`config.mk`:
```
export PLATFORM = sky130hd
export DESIGN_NAME = rtc_irq_status
export DESIGN_NICKNAME = d
export VERILOG_FILES = /design/src/rtl/rtc_pkg.sv /design/src/rtl/rtc_div_if.sv /design/src/rtl/rtc_irq_status.sv /design/src/rtl/rtc_divtap.sv
export VERILOG_INCLUDE_DIRS = /design/src /design/src/rtl
export SDC_FILE = /design/constraint.sdc
export NUM_CORES = 1
export LEC_CHECK = 0
export ABC_CLOCK_PERIOD_IN_PS = 2800
export BUFFER_PORTS_ARGS = -buffer_cell sky130_fd_sc_hd__buf_2
export CORE_MARGIN = 2
export CORE_UTILIZATION = 55
export DETAILED_ROUTE_END_ITERATION = 6
export PLACE_DENSITY = 0.84
export SYNTH_ARGS = -nofsm -noshare
export SYNTH_HDL_FRONTEND = slang
export SYNTH_SLANG_ARGS = --single-unit
```
`constraint.sdc`:
```
create_clock -name clk -period 2.8 [get_ports clk]
set_input_delay 0.28 -clock clk [delete_from_list [all_inputs] [get_ports clk]]
set_output_delay 0.28 -clock clk [all_outputs]
set_load 0.01 [all_outputs]
```
`src/rtl/rtc_regs.svh`:
```
// Register offsets, field positions, reset values and pattern codes
// of the interrupt, status and divider-select block.
// Assumes 7-bit register addresses on the multiplexed host bus.
`ifndef RTC_REGS_SVH
`define RTC_REGS_SVH

// ****************************************************************
// Offsets
// ****************************************************************
`define RTC_OFS_TIME_LAST 7'h09
`define RTC_OFS_RATE 7'h0a
`define RTC_OFS_CTRL 7'h0b
`define RTC_OFS_FLAGS 7'h0c
`define RTC_OFS_BATT 7'h0d
`define RTC_OFS_CENTURY 7'h32

// ****************************************************************
// Field positions
// ****************************************************************
`define RTC_FLD_IRQ_SUMMARY_FLAG 7
`define RTC_FLD_UIP 7
`define RTC_FLD_VALID 7
`define RTC_FLD_SET 7
`define RTC_FLD_PIE 6
`define RTC_FLD_AIE 5
`define RTC_FLD_UIE 4
`define RTC_FLD_SQUARE_OUT_ENABLE 3

// ****************************************************************
// Reset values and codes
// ****************************************************************
`define RTC_CTRL_RST 8'h00
`define RTC_DIV_RST 3'h0
`define RTC_RATE_RST 4'h0
`define RTC_CENTURY_RST 8'h20
`define RTC_CENTURY_LOAD 7'h20
`define RTC_DIV_RUN 3'h2
`define RTC_DIV_HOLD 2'h3
`define RTC_DIV_STAGES 15

`endif

```
`src/rtl/rtc_pkg.sv`:
```
// Types shared by the interrupt/status block and its divider.
// Assumes rtc_regs.svh supplies the numeric constants.
package rtc_pkg;
    typedef enum logic [1:0] {RTC_OSC_OFF, RTC_OSC_HOLD, RTC_OSC_RUN} rtc_osc_e;
    typedef enum logic [1:0] {RTC_BUS_IDLE, RTC_BUS_READ, RTC_BUS_WRITE} rtc_bus_e;
    typedef logic [3:0] rtc_rate_t;
endpackage

```
`src/rtl/rtc_div_if.sv`:
```
// Link between the register block and the divider chain.
// Assumes both ends run on the same clock.
`timescale 1ns/1ps
interface rtc_div_if;
    import rtc_pkg::*;
    logic tick;
    rtc_osc_e mode;
    rtc_rate_t rate;
    logic tap_level;
    logic tap_rise;
    modport ctl (output tick, output mode, output rate, input tap_level, input tap_rise);
    modport div (input tick, input mode, input rate, output tap_level, output tap_rise);
endinterface

```
`src/rtl/rtc_irq_status.sv`:
```
// Interrupt flags, battery status, century, oscillator control and
// square-wave/periodic rate selection, reached over the multiplexed bus.
// Assumes bus pins and the oscillator tick are asynchronous, while the
// alarm, update and year-rollover events come from logic on clk.
`timescale 1ns/1ps
`include "rtc_regs.svh"
module rtc_irq_status (
    input wire logic clk,
    input wire logic reset_n,
    input wire logic ce,
    input wire logic chip_select_n,
    input wire logic addr_strobe,
    input wire logic data_strobe,
    input wire logic read_not_write,
    input wire logic [7:0] ad_in,
    output logic [7:0] ad_out,
    output logic ad_oe,
    input wire logic osc_tick,
    input wire logic backup_supply_pin,
    input wire logic alarm_match,
    input wire logic update_done,
    input wire logic year_rollover,
    input wire logic update_in_progress,
    output logic irq_n,
    output logic square_out_pin,
    output logic osc_enable,
    output logic update_inhibit
);
    import rtc_pkg::*;

    localparam int NS = 14;
    localparam logic [NS-1:0] KEEP_BATT = 14'h1000;

    // ****************************************************************
    // Pin synchronisers
    // ****************************************************************
    logic [NS-1:0] pin_raw;
    logic [NS-1:0] s1;
    logic [NS-1:0] s2;
    logic [NS-1:0] s3;
    logic [NS-1:0] filt;
    logic [NS-1:0] filt_q;
    logic [NS-1:0] next_filt;

    assign pin_raw = {osc_tick, backup_supply_pin, read_not_write, data_strobe,
                      addr_strobe, chip_select_n, ad_in};

    // A bit changes only once the second and third stages agree
    always_comb
    begin
        next_filt = (~(s2 ^ s3) & s3) | ((s2 ^ s3) & filt);
    end

    always_ff @(posedge clk)
    begin
        if (!reset_n)
        begin
            s1 <= pin_raw & KEEP_BATT;
            s2 <= s1 & KEEP_BATT;
            s3 <= s2 & KEEP_BATT;
            filt <= next_filt & KEEP_BATT;
            filt_q <= filt & KEEP_BATT;
        end
        else if (ce)
        begin
            s1 <= pin_raw;
            s2 <= s1;
            s3 <= s2;
            filt <= next_filt;
            filt_q <= filt;
        end
    end

    logic [7:0] ad_f;
    logic cs_f;
    logic rw_f;
    logic battery_valid;
    logic as_fall;
    logic ds_rise;
    logic ds_fall;
    logic tick_rise;

    assign ad_f = filt[7:0];
    assign cs_f = ~filt[8];
    assign as_fall = filt_q[9] & ~filt[9];
    assign ds_rise = ~filt_q[10] & filt[10];
    assign ds_fall = filt_q[10] & ~filt[10];
    assign rw_f = filt[11];
    assign battery_valid = filt[12];
    assign tick_rise = ~filt_q[13] & filt[13];

    // ****************************************************************
    // Divider chain
    // ****************************************************************
    rtc_div_if div_link ();

    rtc_divtap #(
        .STAGES(`RTC_DIV_STAGES)
    ) u_divtap (
        .clk(clk),
        .reset_n(reset_n),
        .ce(ce),
        .dv(div_link.div)
    );

    // ****************************************************************
    // Host bus sequencer
    // ****************************************************************
    rtc_bus_e bus_st;
    rtc_bus_e next_bus_st;
    logic [6:0] addr;
    logic [6:0] next_addr;
    logic [7:0] rd_data;
    logic [7:0] next_rd_data;
    logic [7:0] read_mux;
    logic wr_strobe;
    logic clear_flags;

    always_comb
    begin
        next_bus_st = bus_st;
        next_addr = addr;
        next_rd_data = rd_data;
        wr_strobe = 1'b0;
        clear_flags = 1'b0;
        if (as_fall)
            next_addr = ad_f[6:0];
        unique case (bus_st)
            RTC_BUS_IDLE:
            begin
                if (ds_rise && cs_f)
                begin
                    if (rw_f)
                    begin
                        next_bus_st = RTC_BUS_READ;
                        next_rd_data = read_mux;
                    end
                    else
                        next_bus_st = RTC_BUS_WRITE;
                end
            end
            RTC_BUS_READ:
            begin
                if (ds_fall)
                begin
                    next_bus_st = RTC_BUS_IDLE;
                    clear_flags = (addr == `RTC_OFS_FLAGS);
                end
            end
            RTC_BUS_WRITE:
            begin
                if (ds_fall)
                begin
                    next_bus_st = RTC_BUS_IDLE;
                    wr_strobe = 1'b1;
                end
            end
        endcase
    end

    always_ff @(posedge clk)
    begin
        if (!reset_n)
        begin
            bus_st <= RTC_BUS_IDLE;
            addr <= '0;
            rd_data <= '0;
        end
        else if (ce)
        begin
            bus_st <= next_bus_st;
            addr <= next_addr;
            rd_data <= next_rd_data;
        end
    end

    assign ad_out = rd_data;
    assign ad_oe = (bus_st == RTC_BUS_READ);

    // ****************************************************************
    // Control registers and event flags
    // ****************************************************************
    logic [2:0] osc_div;
    logic [2:0] next_osc_div;
    rtc_rate_t rate_select;
    rtc_rate_t next_rate_select;
    logic [7:0] ctrl;
    logic [7:0] next_ctrl;
    logic [7:0] century_count;
    logic [7:0] next_century_count;
    logic [2:0] flags;
    logic [2:0] next_flags;
    logic [2:0] pend;
    logic [2:0] next_pend;
    logic [2:0] events;
    logic [2:0] enables;
    logic [2:0] next_enables;
    logic irq_summary_flag;
    logic next_irq_summary;
    logic next_square;
    logic reading_flags;
    rtc_osc_e osc_mode;

    assign events = {div_link.tap_rise, alarm_match, update_done};
    assign enables = {ctrl[`RTC_FLD_PIE], ctrl[`RTC_FLD_AIE], ctrl[`RTC_FLD_UIE]};
    assign next_enables = {next_ctrl[`RTC_FLD_PIE], next_ctrl[`RTC_FLD_AIE], next_ctrl[`RTC_FLD_UIE]};
    assign irq_summary_flag = |(flags & enables);
    assign reading_flags = ((bus_st == RTC_BUS_READ) || (next_bus_st == RTC_BUS_READ))
                           && (addr == `RTC_OFS_FLAGS);

    always_comb
    begin
        if (osc_div == `RTC_DIV_RUN)
            osc_mode = RTC_OSC_RUN;
        else if (osc_div[2:1] == `RTC_DIV_HOLD)
            osc_mode = RTC_OSC_HOLD;
        else
            osc_mode = RTC_OSC_OFF;
    end

    always_comb
    begin
        next_osc_div = osc_div;
        next_rate_select = rate_select;
        next_ctrl = ctrl;
        next_century_count = century_count;
        next_flags = flags;
        next_pend = pend;
        if (wr_strobe && addr == `RTC_OFS_RATE)
        begin
            next_osc_div = ad_f[6:4];
            next_rate_select = ad_f[3:0];
        end
        if (wr_strobe && addr == `RTC_OFS_CTRL)
        begin
            next_ctrl = ad_f;
            if (ad_f[`RTC_FLD_SET])
                next_ctrl[`RTC_FLD_UIE] = 1'b0;
        end
        if (wr_strobe && addr == `RTC_OFS_CENTURY)
            next_century_count = ad_f;
        if (year_rollover)
            next_century_count = {next_century_count[7], `RTC_CENTURY_LOAD};
        // Events set flags whatever the enables; during a flag read they wait
        if (clear_flags)
        begin
            next_flags = pend | events;
            next_pend = '0;
        end
        else if (reading_flags)
            next_pend = pend | events;
        else
            next_flags = flags | events;
        next_irq_summary = |(next_flags & next_enables);
        next_square = ctrl[`RTC_FLD_SQUARE_OUT_ENABLE] & div_link.tap_level;
    end

    always_ff @(posedge clk)
    begin
        if (!reset_n)
        begin
            osc_div <= `RTC_DIV_RST;
            rate_select <= `RTC_RATE_RST;
            ctrl <= `RTC_CTRL_RST;
            century_count <= `RTC_CENTURY_RST;
            flags <= '0;
            pend <= '0;
            irq_n <= 1'b1;
            square_out_pin <= 1'b0;
        end
        else if (ce)
        begin
            osc_div <= next_osc_div;
            rate_select <= next_rate_select;
            ctrl <= next_ctrl;
            century_count <= next_century_count;
            flags <= next_flags;
            pend <= next_pend;
            irq_n <= ~next_irq_summary;
            square_out_pin <= next_square;
        end
    end

    assign div_link.tick = tick_rise;
    assign div_link.mode = osc_mode;
    assign div_link.rate = rate_select;
    assign osc_enable = (osc_mode != RTC_OSC_OFF);
    assign update_inhibit = ctrl[`RTC_FLD_SET];

    // ****************************************************************
    // General purpose memory
    // ****************************************************************
    logic [7:0] mem [0:127];
    logic is_mem;

    assign is_mem = (addr > `RTC_OFS_BATT) && (addr != `RTC_OFS_CENTURY);

    // Not gated by update activity: always open to the host
    always_ff @(posedge clk)
    begin
        if (ce && wr_strobe && is_mem)
            mem[addr] <= ad_f;
    end

    // ****************************************************************
    // Read data selection
    // ****************************************************************
    always_comb
    begin
        read_mux = 8'h00;
        if (addr == `RTC_OFS_RATE)
            read_mux = {update_in_progress, osc_div, rate_select};
        else if (addr == `RTC_OFS_CTRL)
            read_mux = ctrl;
        else if (addr == `RTC_OFS_FLAGS)
            read_mux = {irq_summary_flag, flags, 4'h0};
        else if (addr == `RTC_OFS_BATT)
            read_mux = {battery_valid, 7'h00};
        else if (addr == `RTC_OFS_CENTURY)
            read_mux = century_count;
        else if (is_mem)
            read_mux = mem[addr];
    end
endmodule

```
`src/rtl/rtc_divtap.sv`:
```
// Divider chain with the 1-of-15 tap selector.
// Assumes tick is a one-cycle pulse per oscillator period.
`timescale 1ns/1ps
`include "rtc_regs.svh"
module rtc_divtap #(
    parameter int STAGES = `RTC_DIV_STAGES
) (
    input wire logic clk,
    input wire logic reset_n,
    input wire logic ce,
    rtc_div_if.div dv
);
    import rtc_pkg::*;

    if (STAGES != `RTC_DIV_STAGES)
    begin : g_chk
        $error("rtc_divtap serves only a fifteen-stage chain");
    end

    logic [STAGES-1:0] chain;
    logic [STAGES-1:0] next_chain;
    logic tap_q;
    logic next_tap;

    // ****************************************************************
    // Tap selection: code 0 disables, 1..2 repeat the taps of 8..9, 3..15 run from fastest to slowest
    // ****************************************************************
    function automatic logic pick_tap(input rtc_rate_t rs, input logic [STAGES-1:0] c);
        logic t;
        t = 1'b0;
        if (rs == 4'h1)
            t = c[6];
        else if (rs == 4'h2)
            t = c[7];
        else if (rs >= 4'h3)
            t = c[4'(rs - 4'h2)];
        return t;
    endfunction

    always_comb
    begin
        next_chain = chain;
        unique case (dv.mode)
            RTC_OSC_RUN:
            begin
                if (dv.tick)
                    next_chain = chain + 1'b1;
            end
            RTC_OSC_HOLD: next_chain = '0;
            RTC_OSC_OFF: next_chain = chain;
        endcase
        next_tap = pick_tap(dv.rate, chain);
    end

    always_ff @(posedge clk)
    begin
        if (!reset_n)
        begin
            chain <= '0;
            tap_q <= 1'b0;
        end
        else if (ce)
        begin
            chain <= next_chain;
            tap_q <= next_tap;
        end
    end

    assign dv.tap_level = next_tap;
    assign dv.tap_rise = next_tap & ~tap_q;
endmodule

```
==> metrics.md <==
| Metric | Value |
|---|---|
| Outcome | finished with violations |
| Failing checks | negative setup slack |
| Antenna violations before repair | 0 |
| Register area share after synthesis | 0.737 |
| Port bufs | 33 |
| Clock buffer depth | 3 |
| GP Congestion | 0.999 |
| Share of layout cells above drive strength 1 | 0.254 |
| CTS Root Cell | clkbuf_16 |
| Die height | 291 um |
| Async set-reset flop share out of synthesis | 0 |
| # DRC | 0 |
| Post-DP HPWL | 71.3 mm |
| Area share of the largest cell type after synthesis | 0.681 |
| Drt pass-1 iters | 7 |
| Clock transition at the registers of the reported paths | 0.07 ns |
| Overall Global Routing Usage | 0.275 |
| Static leakage | 19.4 nW |
| DR WL/cell | 29.8 um |
| Logic pwr share | 0.008 |
| Ranking of synthesized cells by area | edfxtp_1 (68%), mux4_2 (13%), dfxtp_1 (5.6%), mux2i_1 (2.1%), nor2b_1 (1.3%) |
| Post-route ant nets | 0 |
| DP Worst Slack | -0.0942 ns |
| Worst setup SP type | flop |
| Final Util | 0.641 |
| Yosys top cell by area | edfxtp_1 |
| Rel. slew slack | 0.361 |
| Final setup vio count | 2 |
| Fin crit share | 1.03 |
| First-pass GRT wire length | 171 mm |
| Worst-Margin Slew | 0.955 ns |
| Worst Path Max Fanout | 12 |
| Number of CTS-inserted buffers | 110 |
| RSZ-0062 raised after global routing | true |
| Post-synth EDFFs | 1028 |
| Num ports | 34 |
| Clock power share | 0.430 |
| Max-cap violations | 0 |
| Pwr/cell area | 632 nW/um^2 |
| DR vias/cell | 6.57 |
| Gate Count Post-Synth | 2421 |
| Fin Clk Skew | 0.0447 ns |
| Total Wirelength | 117 mm |
| Yosys warns | 0 |
| Total power | 33.2 mW |
| Initial core utilization | 0.554 |
| Worst Slack Setup Final | -0.0878 ns |
| Worst vdd rail ir drop | 0.513 mV |
| Clock Sink Count | 1154 |
| WHS | 0.0358 ns |
| Die width | 291 um |
| Internal power | 26.6 mW |
| Post-layout nets | 2779 |
| Sequential group share of total power | 0.561 |
| Min cycle time layout | 2.89 ns |
| Switch Pwr | 6.58 mW |
| Diode count | 0 |
| Yosys reg bits | 1154 |
| DR iter-0 viols | 4104 |
| Area of the mapped netlist | 45300 um^2 |
| Crit path DAT | 3.48 ns |
| Synth Flop Type | edfxtp_1 |
| Worst endpoint required time | 3.39 ns |
| CTS tree | yes |
| Synth unique cells | 69 |
| Critical path type | reg -> reg |
| Congestion Overflow GR | 0 |
| Largest net degree at the start of global routing | 99 |
| Final setup TNS | -0.0953 ns |
| Final hold viol count | 0 |
| Crit end category | flop |
| DR vias | 25717 |
| Vias in the first global route | 25784 |
| H-tree depth | 3 |
| Clock latency on the worst-skew pair | 0.72 ns |
| Core area | 81800 um^2 |
| Fmax | 346 MHz |
| Row cnt | 105 |
| HP Class | in -> reg |
| Syn Area/Cell | 18.7 um^2 |
| Switching Share | 0.198 |
| P&R area growth vs syn | 15.8% |
| Pins Over Slew Limit | 0 |
| Die area | 84700 um^2 |
==> cell type report <==
class,count,area (um^2)
multi-input combinational,1233,11900
clock inverter,62,452
timing repair buffer,236,2310
fill,5184,29400
sequential,1154,33400
inverter,17,63.8
tap,1070,1340
clock buffer,141,2990
==> metal layers <==
layer / GRT usage / vias to the layer above / part of all wire
met5: 0.00510 / - / 0.00051
met4: 0.136 / 2 / 0.054
met3: 0.0757 / 398 / 0.12
met2: 0.434 / 1921 / 0.47
met1: 0.354 / 13048 / 0.35
li1: - / 10348 / -
==> sequential cells by signal (all words and copies together), names as in the netlist, 2 cells and up, named ones only <==
register        count
ad_out              8
addr                7
bus_st              2
century_count       8
ctrl                8
div_link.rate       4
filt_q              3
flags               3
mem              1024
osc_div             3
pend                3
s1                 14
s2                 14
s3                 14
u_divtap.chain     15
==> power by group through the flow <==
stage	Combinational, mW	Clock [mW]	Sequential [mW]
after global placement	0.231	0	19.0
after floorplan	0.172	0	19.0
final	0.273	14.3	18.6
after global routing	0.297	15.0	18.6
after CTS	0.259	14.3	18.6
after detailed placement	0.238	0	19.0
==> Yosys cell counts, types with 11 or more instances <==
library cell	count
mux4_2	260
buf_2	54
nor2_1	149
o22ai_1	27
dfxtp_1	126
inv_1	17
nand2_1	114
a31oi_1	11
a22o_1	11
mux2i_1	96
a22oi_1	36
a21o_1	17
o21ai_0	28
a32oi_1	14
nand3_1	31
a21oi_1	40
nor2b_1	92
a21boi_0	18
edfxtp_1	1028
clkbuf_1	63
a221oi_1	13
==> logic make-up (layout without fill, tap and decap cells) <==
family                   Yosys count  after routing  synth area share
AO/OA/AOI/OAI                    275            275            0.0429
XOR/XNOR                          12             12           0.00232
adder cells (fa/ha/maj)            6              6           0.00166
buffers and inverters            153            456            0.0153
flip-flops                      1154           1154             0.737
multiplexers                     365            365             0.153
other                              1            120         0.0000828
AND/OR/NAND/NOR                  455            455            0.0483
==> critical path: stages (launching register included) <==
cell,delay [ns]
dfxtp_4,0.48
buf_12,0.19
buf_4,0.13
buf_8,0.18
mux4_2,0.58
a22oi_2,0.23
a21oi_1,0.11
o211ai_1,0.45
o311ai_1,0.21
a22o_1,0.22
==> per-stage QoR <==
stage	cells	cell area, um^2
floorplan	2540	45800
global placement	3678	48500
finish	3913	52500
CTS	3903	52200
detailed placement	3678	48500
global route	3913	52500
==> placed cells by master (no fill, tap or decap), types with 44 or more instances in the layout <==
master and instances:
buf_4 142, clkbuf_16 115, conb_1 120, dfxtp_1 115, edfxtp_1 1028, mux2i_1 96
mux4_2 260, nand2_1 114, nor2_1 105, nor2_2 44, nor2b_1 91
==> worst paths after layout <==
| check | start | depth (start not counted) | slack, ns | to |
|---|---|---|---|---|
| setup / recovery | flop | 9 | -0.09 | ad_out[7]$_SDFFE_PN0P_ |
| hold / removal | ce | 3 | 0.04 | flags[2]$_SDFFE_PN0P_ |
| hold reg to reg | s3[5]$_SDFFE_PN0P_ | 2 | 0.46 | flop |
| setup reg to reg | flop | 9 | -0.09 | ad_out[7]$_SDFFE_PN0P_ |
==> what timing repair did <==
item,CTS,global route
endpoints found under the hold margin,28,0
pin swaps,2,5
endpoints found under the setup margin,29,283
setup buffers,4,8
cloned,0,2
resized for setup,15,55
hold buffers,18,0
(Power assumes the default switching activity.)
